--- config.mk ---
export PLATFORM = sky130hd
export DESIGN_NAME = sasq_top
export DESIGN_NICKNAME = d
export VERILOG_FILES = /design/src/verilog/sasq_pkg.sv /design/src/verilog/sasq_conv_if.sv /design/src/verilog/sasq_pace.sv /design/src/verilog/sasq_sar.sv /design/src/verilog/sasq_top.sv
export VERILOG_INCLUDE_DIRS = /design/src /design/src/verilog
export SDC_FILE = /design/constraint.sdc
export NUM_CORES = 1
export LEC_CHECK = 0
export BUFFER_PORTS_ARGS = -buffer_cell sky130_fd_sc_hd__buf_2
export CAP_MARGIN = 30
export CORE_MARGIN = 2
export CORE_UTILIZATION = 45
export CTS_CLUSTER_SIZE = 24
export DETAILED_ROUTE_END_ITERATION = 10
export PLACE_DENSITY = 0.65
export SLEW_MARGIN = 20
export SYNTH_ARGS = -nofsm -noshare
export SYNTH_HDL_FRONTEND = slang
export SYNTH_HIERARCHICAL = 1
export SYNTH_SLANG_ARGS = --single-unit
--- constraint.sdc ---
create_clock -name i_clk -period 5 [get_ports i_clk]
set_input_delay 0.75 -clock i_clk [delete_from_list [all_inputs] [get_ports i_clk]]
set_output_delay 0.75 -clock i_clk [all_outputs]
set_load 0.005 [all_outputs]
--- src/verilog/sasq_regs.svh ---
// Register indices, field positions, reset values and timing counts of the ADC sequencer.
`ifndef SASQ_REGS_SVH
`define SASQ_REGS_SVH

// ----------------------------------------------------------------
// Register indices (byte address is four times the index)
// ----------------------------------------------------------------
`define SASQ_IDX_CTL1    6'h1c
`define SASQ_IDX_CTL2    6'h1d
`define SASQ_IDX_RES_LO  6'h1e
`define SASQ_IDX_RES_HI  6'h1f

// ----------------------------------------------------------------
// Reset values and fields
// ----------------------------------------------------------------
`define SASQ_CTL1_RST    8'h10
`define SASQ_CTL2_RST    6'h10
`define SASQ_C1_START    7
`define SASQ_C1_MODE     6:5
`define SASQ_C1_ANALOG_INPUT_DISABLE    4
`define SASQ_C1_CHAN     3:0
`define SASQ_C2_LADDER   5
`define SASQ_C2_BITS     5:0
`define SASQ_C2_TIME     3:1

// ----------------------------------------------------------------
// Conversion times in high_freq_clock cycles, pacing step constants and SAR first trial code
// ----------------------------------------------------------------
`define SASQ_T_39        11'h027
`define SASQ_T_78        11'h04e
`define SASQ_T_156       11'h09c
`define SASQ_T_312       11'h138
`define SASQ_T_624       11'h270
`define SASQ_T_1248      11'h4e0
`define SASQ_STEP_INC    11'h00a
`define SASQ_STEP_LAST   4'h9
`define SASQ_SAR_MSB     10'h200

`endif

--- src/verilog/sasq_pkg.sv ---
// Types shared by the ADC sequencer modules.
`default_nettype none
package sasq_pkg;
  typedef enum logic [1:0] {
    MODE_OFF    = 2'h0,
    MODE_SOFT   = 2'h1,
    MODE_RSVD   = 2'h2,
    MODE_REPEAT = 2'h3
  } sasq_mode_t;

  typedef enum logic [1:0] {
    ST_IDLE = 2'h1,
    ST_CONV = 2'h2
  } sasq_state_t;
endpackage : sasq_pkg
`default_nettype wire

--- src/verilog/sasq_conv_if.sv ---
// Signals between the sequencer control, the pacing timer and the SAR register.
`default_nettype none
interface sasq_conv_if;
  logic        start;
  logic        abort;
  logic [10:0] cycles;
  logic        step;
  logic        last;
  logic        cmp;
  logic [9:0]  trial;
  logic [9:0]  final_code;

  modport ctl  (output start, abort, cycles, cmp,
                input  step, last, trial, final_code);
  modport pace (input  start, abort, cycles,
                output step, last);
  modport sar  (input  start, step, cmp,
                output trial, final_code);
endinterface : sasq_conv_if
`default_nettype wire

--- src/verilog/sasq_pace.sv ---
// Spreads ten SAR bit decisions evenly over the selected conversion time.
`include "sasq_regs.svh"
`default_nettype none
module sasq_pace (
  input  wire logic i_clk,
  input  wire logic i_rstn,
  sasq_conv_if.pace cv
);
  logic        active;
  logic [10:0] acc;
  logic [3:0]  steps;
  logic [10:0] sum;
  logic        hit;

  // An accumulator keeps the slices within one cycle of each other even when the time is not a multiple of ten.
  assign sum     = acc + `SASQ_STEP_INC;
  assign hit     = (sum >= cv.cycles);
  assign cv.step = active && hit && !cv.abort;
  assign cv.last = cv.step && (steps == `SASQ_STEP_LAST);

  always_ff @(posedge i_clk) begin
    if (!i_rstn || cv.abort) begin
      active <= 1'b0;
      acc    <= 11'h000;
      steps  <= 4'h0;
    end else if (cv.start) begin
      active <= 1'b1;
      acc    <= 11'h000;
      steps  <= 4'h0;
    end else if (active) begin
      acc    <= hit ? sum - cv.cycles : sum;
      steps  <= hit ? steps + 4'h1 : steps;
      active <= !cv.last;
    end
  end
endmodule : sasq_pace
`default_nettype wire

--- src/verilog/sasq_sar.sv ---
// Successive-approximation register, most significant bit first.
`include "sasq_regs.svh"
`default_nettype none
module sasq_sar (
  input  wire logic i_clk,
  input  wire logic i_rstn,
  sasq_conv_if.sar  cv
);
  logic [9:0] code;
  logic [9:0] mask;
  logic [9:0] next_code;

  // A low comparator answer means the trial level was too high: drop that bit.
  assign next_code     = cv.cmp ? code : (code & ~mask);
  assign cv.final_code = next_code;
  assign cv.trial      = code;

  always_ff @(posedge i_clk) begin
    if (!i_rstn) begin
      code <= 10'h000;
      mask <= 10'h000;
    end else if (cv.start) begin
      code <= `SASQ_SAR_MSB;
      mask <= `SASQ_SAR_MSB;
    end else if (cv.step) begin
      code <= next_code | (mask >> 1);
      mask <= mask >> 1;
    end
  end
endmodule : sasq_sar
`default_nettype wire

--- src/verilog/sasq_top.sv ---
// APB register file and conversion sequencer of the 10-bit SAR ADC.
//
// Contract
// start bit self-clears once conversion begins; reads back zero.
// mode 00 off, 01 software start, 10 reserved, 11 repeat.
// analog input control bit zero enables inputs, one disables.
// channel field selects input 0 to 15 in binary order.
// software changes channel only while busy flag is zero.
// software does not restart while busy; waits for end flag.
// low-power entry resets both control registers and blocks writes.
// time code selects 39..1248 cycles; 001 and 111 reserved.
// ladder connected only during conversion, or always.
// software writes zero to bit 0, one to bit 4.
// top two bits of second control register are don't-care.
// software avoids inhibited conversion times for its clock.
// result 9..2 high register; 1..0, end, busy low register.
// reading high result clears end flag.
// busy set at start, cleared at end or low-power entry.
// completion stores result, sets end flag, raises interrupt together.
// repeat mode restarts right after each completion.
// writing mode 00 halts at once; partial value is dropped.
// new start clears end flag; old result stays until done.
// four low bits of low result register carry no data.
// software start runs exactly one conversion, then idles.
// low-power entry aborts, clears results, no automatic restart.
// cycle counter times conversion, one SAR bit per slice.
// completion interrupt is one pulse per conversion.
`include "sasq_regs.svh"
`default_nettype none
module sasq_top (
  input  wire logic        i_clk,
  input  wire logic        i_rstn,
  input  wire logic        i_psel,
  input  wire logic        i_penable,
  input  wire logic        i_pwrite,
  input  wire logic [7:0]  i_paddr,
  input  wire logic [31:0] i_pwdata,
  output var  logic [31:0] o_prdata,
  output      logic        o_pready,
  output      logic        o_pslverr,
  input  wire logic        i_low_power,
  input  wire logic        i_cmp,
  output      logic [9:0]  o_dac_code,
  output      logic [3:0]  o_channel,
  output      logic        o_ain_disable,
  output      logic        o_ladder_on,
  output      logic        o_conv_active,
  output var  logic        o_conv_done_irq
);

  // ----------------------------------------------------------------
  // Time code decode
  // ----------------------------------------------------------------
  function automatic logic [10:0] sasq_tsel(input logic [2:0] code);
    case (code)
      3'h0:    sasq_tsel = `SASQ_T_39;
      3'h2:    sasq_tsel = `SASQ_T_78;
      3'h3:    sasq_tsel = `SASQ_T_156;
      3'h4:    sasq_tsel = `SASQ_T_312;
      3'h5:    sasq_tsel = `SASQ_T_624;
      3'h6:    sasq_tsel = `SASQ_T_1248;
      // Reserved codes fall back to the longest, most accurate time.
      default: sasq_tsel = `SASQ_T_1248;
    endcase
  endfunction : sasq_tsel

  // ----------------------------------------------------------------
  // State
  // ----------------------------------------------------------------
  sasq_pkg::sasq_mode_t  mode;
  sasq_pkg::sasq_state_t state;
  sasq_pkg::sasq_state_t next_state;
  sasq_pkg::sasq_mode_t  wmode;
  logic       ain_dis;
  logic [3:0] chan;
  logic [5:0] ctl2;
  logic [7:0] res_hi;
  logic [1:0] res_lo;
  logic       eoc;
  logic       irq;

  sasq_conv_if cv ();

  // Initial value of the first control register, taken apart by field; only the start bit 7 is dropped.
  localparam logic [7:0] ctl1_init = `SASQ_CTL1_RST;

  // ----------------------------------------------------------------
  // APB decode
  // ----------------------------------------------------------------
  logic [5:0]  idx;
  logic        aligned;
  logic        hit_c1;
  logic        hit_c2;
  logic        hit_rl;
  logic        hit_rh;
  logic        hit;
  logic        access;
  logic        wr_c1;
  logic        wr_c2;
  logic        rd_rh;
  logic [7:0]  rd_c1;
  logic [7:0]  rd_c2;
  logic [7:0]  rd_rl;
  logic [7:0]  next_rdata;

  assign idx     = i_paddr[7:2];
  assign aligned = (i_paddr[1:0] == 2'h0);
  assign hit_c1  = aligned && (idx == `SASQ_IDX_CTL1);
  assign hit_c2  = aligned && (idx == `SASQ_IDX_CTL2);
  assign hit_rl  = aligned && (idx == `SASQ_IDX_RES_LO);
  assign hit_rh  = aligned && (idx == `SASQ_IDX_RES_HI);
  assign hit     = hit_c1 || hit_c2 || hit_rl || hit_rh;
  assign access  = i_psel && i_penable;

  // Writes are ignored while the chip sits in a low-power mode.
  assign wr_c1 = access && i_pwrite && hit_c1 && !i_low_power;
  assign wr_c2 = access && i_pwrite && hit_c2 && !i_low_power;
  assign rd_rh = access && !i_pwrite && hit_rh;
  assign wmode = sasq_pkg::sasq_mode_t'(i_pwdata[`SASQ_C1_MODE]);

  // The start bit is never stored, so it always reads back as zero.
  assign rd_c1 = {1'b0, mode, ain_dis, chan};
  // Top two bits are don't-care and simply read as zero.
  assign rd_c2 = {2'h0, ctl2};
  // Unused low nibble reads as zero.
  assign rd_rl = {res_lo, eoc, o_conv_active, 4'h0};

  assign next_rdata = hit_c1 ? rd_c1 :
                      hit_c2 ? rd_c2 :
                      hit_rl ? rd_rl :
                      hit_rh ? res_hi : 8'h00;

  assign o_pready  = 1'b1;
  assign o_pslverr = access && !hit;

  // Read data is captured in the setup phase and stands through the access phase.
  always_ff @(posedge i_clk) begin
    if (!i_rstn) begin
      o_prdata <= 32'h0000_0000;
    end else if (i_psel && !i_penable) begin
      o_prdata <= {24'h00_0000, next_rdata};
    end
  end

  // ----------------------------------------------------------------
  // Sequencing
  // ----------------------------------------------------------------
  logic busy;
  logic start_acc;
  logic restart;
  logic abort;

  assign busy = (state == sasq_pkg::ST_CONV);

  // Mode 10 is reserved and, like off, starts no conversion; unlike off, it does not halt one in progress.
  assign start_acc = wr_c1 && i_pwdata[`SASQ_C1_START] && !busy &&
                     (wmode == sasq_pkg::MODE_SOFT ||
                      wmode == sasq_pkg::MODE_REPEAT);
  assign restart   = cv.last && (mode == sasq_pkg::MODE_REPEAT);
  assign abort     = i_low_power ||
                     (wr_c1 && wmode == sasq_pkg::MODE_OFF);

  assign cv.start  = start_acc || restart;
  assign cv.abort  = abort;
  assign cv.cycles = sasq_tsel(ctl2[`SASQ_C2_TIME]);
  assign cv.cmp    = i_cmp;

  always_comb begin
    next_state = state;
    case (state)
      sasq_pkg::ST_IDLE: begin
        if (start_acc) begin
          next_state = sasq_pkg::ST_CONV;
        end
      end
      sasq_pkg::ST_CONV: begin
        if (abort) begin
          next_state = sasq_pkg::ST_IDLE;
        end else if (cv.last && !restart) begin
          next_state = sasq_pkg::ST_IDLE;
        end
      end
      default: next_state = sasq_pkg::ST_IDLE;
    endcase
  end

  always_ff @(posedge i_clk) begin
    if (!i_rstn) begin
      state <= sasq_pkg::ST_IDLE;
    end else begin
      state <= next_state;
    end
  end

  sasq_pace u_pace (
    .i_clk  (i_clk),
    .i_rstn (i_rstn),
    .cv     (cv.pace)
  );

  sasq_sar u_sar (
    .i_clk  (i_clk),
    .i_rstn (i_rstn),
    .cv     (cv.sar)
  );

  // ----------------------------------------------------------------
  // Control registers
  // ----------------------------------------------------------------
  always_ff @(posedge i_clk) begin
    if (!i_rstn || i_low_power) begin
      mode    <= sasq_pkg::sasq_mode_t'(ctl1_init[`SASQ_C1_MODE]);
      ain_dis <= ctl1_init[`SASQ_C1_ANALOG_INPUT_DISABLE];
      chan    <= ctl1_init[`SASQ_C1_CHAN];
      ctl2    <= `SASQ_CTL2_RST;
    end else begin
      if (wr_c1) begin
        mode    <= wmode;
        ain_dis <= i_pwdata[`SASQ_C1_ANALOG_INPUT_DISABLE];
        chan    <= i_pwdata[`SASQ_C1_CHAN];
      end
      if (wr_c2) begin
        ctl2 <= i_pwdata[`SASQ_C2_BITS];
      end
    end
  end

  // ----------------------------------------------------------------
  // Results, flags and interrupt
  // ----------------------------------------------------------------
  always_ff @(posedge i_clk) begin
    if (!i_rstn || i_low_power) begin
      res_hi <= 8'h00;
      res_lo <= 2'h0;
    end else if (cv.last) begin
      // The pacing timer never reports a last step in an aborted cycle.
      res_hi <= cv.final_code[9:2];
      res_lo <= cv.final_code[1:0];
    end
  end

  // A completion in the same cycle as a clearing read keeps the flag set.
  always_ff @(posedge i_clk) begin
    if (!i_rstn || i_low_power) begin
      eoc <= 1'b0;
    end else if (cv.last) begin
      eoc <= 1'b1;
    end else if (rd_rh || start_acc) begin
      eoc <= 1'b0;
    end
  end

  always_ff @(posedge i_clk) begin
    if (!i_rstn || i_low_power) begin
      irq <= 1'b0;
    end else begin
      irq <= cv.last;
    end
  end

  // ----------------------------------------------------------------
  // Outputs
  // ----------------------------------------------------------------
  assign o_conv_done_irq = irq;
  assign o_conv_active   = busy;
  assign o_dac_code      = cv.trial;
  assign o_channel       = chan;
  assign o_ain_disable   = ain_dis;
  assign o_ladder_on     = ctl2[`SASQ_C2_LADDER] || busy;

  // ----------------------------------------------------------------
  // Checks
  // ----------------------------------------------------------------
  logic [10:0] len_cnt;

  always_ff @(posedge i_clk) begin
    if (!i_rstn || cv.start) begin
      len_cnt <= 11'h000;
    end else if (busy) begin
      len_cnt <= len_cnt + 11'h001;
    end
  end

  AST_START_CLR: assert property (@(posedge i_clk) disable iff (!i_rstn)
    start_acc |=> busy && !rd_c1[7])
    else $error("start bit not cleared or conversion not begun");

  AST_MODE_OK: assert property (@(posedge i_clk) disable iff (!i_rstn)
    busy |-> (mode == sasq_pkg::MODE_SOFT || mode == sasq_pkg::MODE_REPEAT))
    else $error("converting while mode is off or reserved");

  AST_LP_INIT: assert property (@(posedge i_clk) disable iff (!i_rstn)
    i_low_power |=> o_ain_disable && mode == sasq_pkg::MODE_OFF && ctl2 == `SASQ_CTL2_RST)
    else $error("control registers not initialised in low power");

  AST_CONV_LEN: assert property (@(posedge i_clk) disable iff (!i_rstn)
    cv.last |-> len_cnt == cv.cycles - 11'h001)
    else $error("conversion length differs from selected time");

  AST_DONE: assert property (@(posedge i_clk) disable iff (!i_rstn)
    cv.last && !i_low_power |=> eoc && irq && res_hi == $past(cv.final_code[9:2]))
    else $error("completion did not store result with flag and interrupt");

  AST_RD_CLR: assert property (@(posedge i_clk) disable iff (!i_rstn)
    rd_rh && !cv.last |=> !eoc)
    else $error("end flag survived read of high result");

  AST_LP_BUSY: assert property (@(posedge i_clk) disable iff (!i_rstn)
    i_low_power |=> !busy && res_hi == 8'h00)
    else $error("low power left busy set or results intact");

  AST_REPEAT: assert property (@(posedge i_clk) disable iff (!i_rstn)
    restart && !abort |=> busy ##1 busy)
    else $error("repeat mode did not restart");

  AST_SINGLE: assert property (@(posedge i_clk) disable iff (!i_rstn)
    cv.last && mode == sasq_pkg::MODE_SOFT |=> !busy)
    else $error("software start ran more than one conversion");

  AST_HALT: assert property (@(posedge i_clk) disable iff (!i_rstn)
    busy && abort && !i_low_power |=> !busy && $stable(res_hi) && !irq)
    else $error("halt did not stop at once or stored a partial value");

  AST_KEEP: assert property (@(posedge i_clk) disable iff (!i_rstn)
    start_acc |=> !eoc && $stable(res_hi))
    else $error("new start did not clear flag or lost old result");

  AST_IRQ_PULSE: assert property (@(posedge i_clk) disable iff (!i_rstn)
    irq |=> !irq)
    else $error("interrupt longer than one cycle");

  AST_BUSY_RISE: assert property (@(posedge i_clk) disable iff (!i_rstn)
    !busy && !start_acc |=> !busy)
    else $error("busy flag rose without an accepted start");

  AST_RES_HOLD: assert property (@(posedge i_clk) disable iff (!i_rstn)
    !cv.last && !i_low_power |=> $stable(res_hi) && $stable(res_lo))
    else $error("result changed without a completed conversion");

  AST_SAR_FIRST: assert property (@(posedge i_clk) disable iff (!i_rstn)
    cv.start |=> o_dac_code == `SASQ_SAR_MSB)
    else $error("conversion did not begin with the top trial bit");

endmodule : sasq_top
`default_nettype wire

==> metrics.csv <==
metric;value;unit
status;complete, no violations;
r2r_setup_slack;900;ps
core;0.00928;sq mm
yosysSeqAreaShare;32.9;%
p_comb_share;6.7;%
numCtsBuffers;9;
power_frac_seq;52.4;%
avgViaCountPerCell;5.25;
num_io_pins;99;
crit_required;5250;ps
firstDrtPassIters;4;
ys_ff_latch;71;
cp_slowest_cell;nor2_1;
hold_violations;0;
cts_buffer_depth;2;
synth_flop_cell;dfxtp_1;
holdPathEnd;o_prdata[6];
cts_resized;0;
cp_cell_sequence;inv_1 > ha_1 > nor4_1 > o21bai_1 > inv_1 > ha_1 > nand2_1 > nor2_2 > a31oi_4 > a21o_2 > nor3_2 > nand3_1 > nand2_1 > nor2_1 > nand2_1 > o211ai_1;
path_max_fanout;11;
hold_start;o_prdata[6];
synth_compound_area_share;20.5;%
area_growth;8.32;%
synthCells;516;
total_power;0.00110;W
dpl.hpwl;7320;um
clock_latency;340;ps
layout.area.seq;0.00142;sq mm
crit_family;simple AND/OR/NAND/NOR gates;
initial_core_util;46.5;%
fin_crit;4100;ps
synthXorXnorAreaFrac;3.45;%
antenna_found_initial;0;
rows;35;
cp_common_cell;nand2_1;
synthSimpleGateAreaFrac;17.5;%
postCtsHoldBufs;0;
drt_iter0_markers;212;
n_antenna_cell;0;
max_freq;0.244;GHz
grt_max_degree;23;
setup_viol;0;
synth_cell_type_count;69;
final.period_utilization;82.1;%
clkSlewWorstSetupHoldPaths;70;ps
tns;0;ps
port_buffers;49;
layout.nets;617;
clkPwrFrac;41.0;%
synth_edf_count;0;
synthAdderAreaFrac;5.10;%
max_cap_viol_count;0;
die_y;102;um
synth_top_family_by_area;compound AO/OA/AOI/OAI gates;
ir_drop;0.000117;V
r2r_start;ctl2[2];
wl_per_cell;14.0;um
htree_levels;3;
root_buffer;clkbuf_8;
die_area;0.0104;sq mm
holdPathStages;2;
criticalPathCategory;flop to flop;
cts_tree;built;
min_path_type;flop to flop;
grt_use_total;19.6;%
cp.depth;16;
skew;12.3;ps
cp_data_arrival_time;4360;ps
globalplace.congestion;0.841;
synth_area;0.00432;sq mm
die_w;102;um
finalMaxSlewViolations;0;
synth_area_per_cell;8.36;sq um
internal_power;0.000831;W
r2r.worst_path.cells;16;
final.setup.worst_slack;896;ps
fillers;924;
first_global_vias;3433;
yosysWarningCount;6;
grt_pass1_wl;16200;um
slew_headroom;43.9;%
tightest_slew;841;ps
p_per_area;235;mW/mm^2
clkSinkCount;71;
max_stage_delay;630;ps
totalWireLength;9610;um
rsz0062_at_grt;no;
drive_above_1_share;15.8;%
muxShareOfSynthArea;8.76;%
crit_path_start_kind;flop;
async_reset_ff_share;0;%
dp_slack;942;ps
path_buf_inv;2;
worstReg2RegEnd;u_pace/acc[10];
p_leak;1.98;nW
ant_nets;0;
overflow;0;
drc;0;
swShare;24.4;%
switching_power;0.000268;W
multi_input_area;0.00249;sq mm
via_count;3610;
worstSetupEndpointType;flop;
post_cts_buffers;0;
per-layer routing:
layer / track usage (%) / vias up / routed length, um
met4: 5.95 / 0 / 97
met3: 3.90 / 5 / 421
met1: 25.8 / 1698 / 4580
li1: - / 1815 / -
met5: 0 / - / 0
met2: 32.7 / 92 / 4520
power by group through the flow:
stage / clock network (W) / registers [W] / logic [W]
after detailed placement: 0 / 0.000589 / 0.0000729
after global routing: 0.000490 / 0.000576 / 0.0000830
final: 0.000450 / 0.000575 / 0.0000736
after CTS: 0.000464 / 0.000575 / 0.0000732
after floorplan: 0 / 0.000589 / 0.0000572
after global placement: 0 / 0.000589 / 0.0000714
per-stage QoR:
step                      util, %  std cells  area, sq um  hold WS, ps
after floorplan                 -        539         4400          432
after global placement       48.3        671         4480          433
after detailed placement     48.3        671         4480          438
after CTS                    50.4        687         4670          455
after global routing         50.4        687         4670          504
final                        50.4        687         4670          452
worst max path at each step:
stage          startpoint             end  slack (ps)
6_report          ctl2[2]  u_pace/acc[10]         900
5_1_grt           ctl2[2]  u_pace/acc[10]         530
4_1_cts           ctl2[2]  u_pace/acc[10]         900
3_5_place_dp      ctl2[2]  u_pace/acc[10]         940
3_3_place_gp      ctl2[2]  u_pace/acc[10]        1010
2_1_floorplan     ctl2[2]   u_pace/acc[5]         850
worst register-to-register path: cells and delay by family, from the launching register on:
family | cells | cell delay (ps)
simple gates | 8 | 1660
fa+ha+maj | 2 | 760
flops | 1 | 480
compound gates | 4 | 890
buf+inv | 2 | 230
placed cells by master, fill, tap and decap left out, types with 10 or more instances in the layout:
cell type  instances
a21oi_1           40
buf_2             49
conb_1            25
dfxtp_1           71
ha_1              16
inv_1             37
mux2i_1           28
nand2_1           47
nor2_1            41
o21ai_0           25
o21ai_1           10
xnor2_1           14
cells by family (layout without fill, tap and decap cells):
kind of cell,count (synthesis),count (layout)
xor gates and xnor gates,17,17
adders and majority gates,17,17
DFF,71,71
muxes,34,34
other,2,25
and+or+nand+nor,151,151
AOI/OAI and AO/OA,136,136
buffers and inverters,88,107
cell type report:
type,count,area share (%)
Tap cell,129,3.45
Clock inverter,5,1.26
Inverter,39,3.13
Sequential cell,71,30.4
Clock buffer,11,2.81
Multi-Input combinational cell,380,53.2
Timing Repair Buffer,52,5.73
synthesized netlist by cell type, drive strengths merged, types with 7 or more instances:
| cell | instances | area, sq um |
|---|---|---|
| nor2 | 43 | 171 |
| mux2i | 28 | 280 |
| buf | 36 | 302 |
| ha | 16 | 200 |
| inv | 39 | 146 |
| nand2b | 7 | 51.3 |
| nand2 | 50 | 200 |
| xnor2 | 14 | 123 |
| a21oi | 40 | 200 |
| o21ba | 9 | 90.1 |
| dfxtp | 71 | 1420 |
| nor2b | 8 | 50.1 |
| o21ai | 38 | 201 |
| clkbuf | 13 | 50.0 |
| nand3 | 9 | 45.0 |
state kept, by name, indices dropped and copies added (netlist names):
signal / cells
o_ain_disable: 1
mode: 2
state: 2
ctl2: 6
eoc: 1
u_sar/mask: 10
o_prdata: 8
u_pace/steps: 4
o_conv_done_irq: 1
u_pace/acc: 11
o_channel: 4
u_sar/cv.trial: 10
res_lo: 2
res_hi: 8
u_pace/active: 1
(Power assumes the default switching activity.)
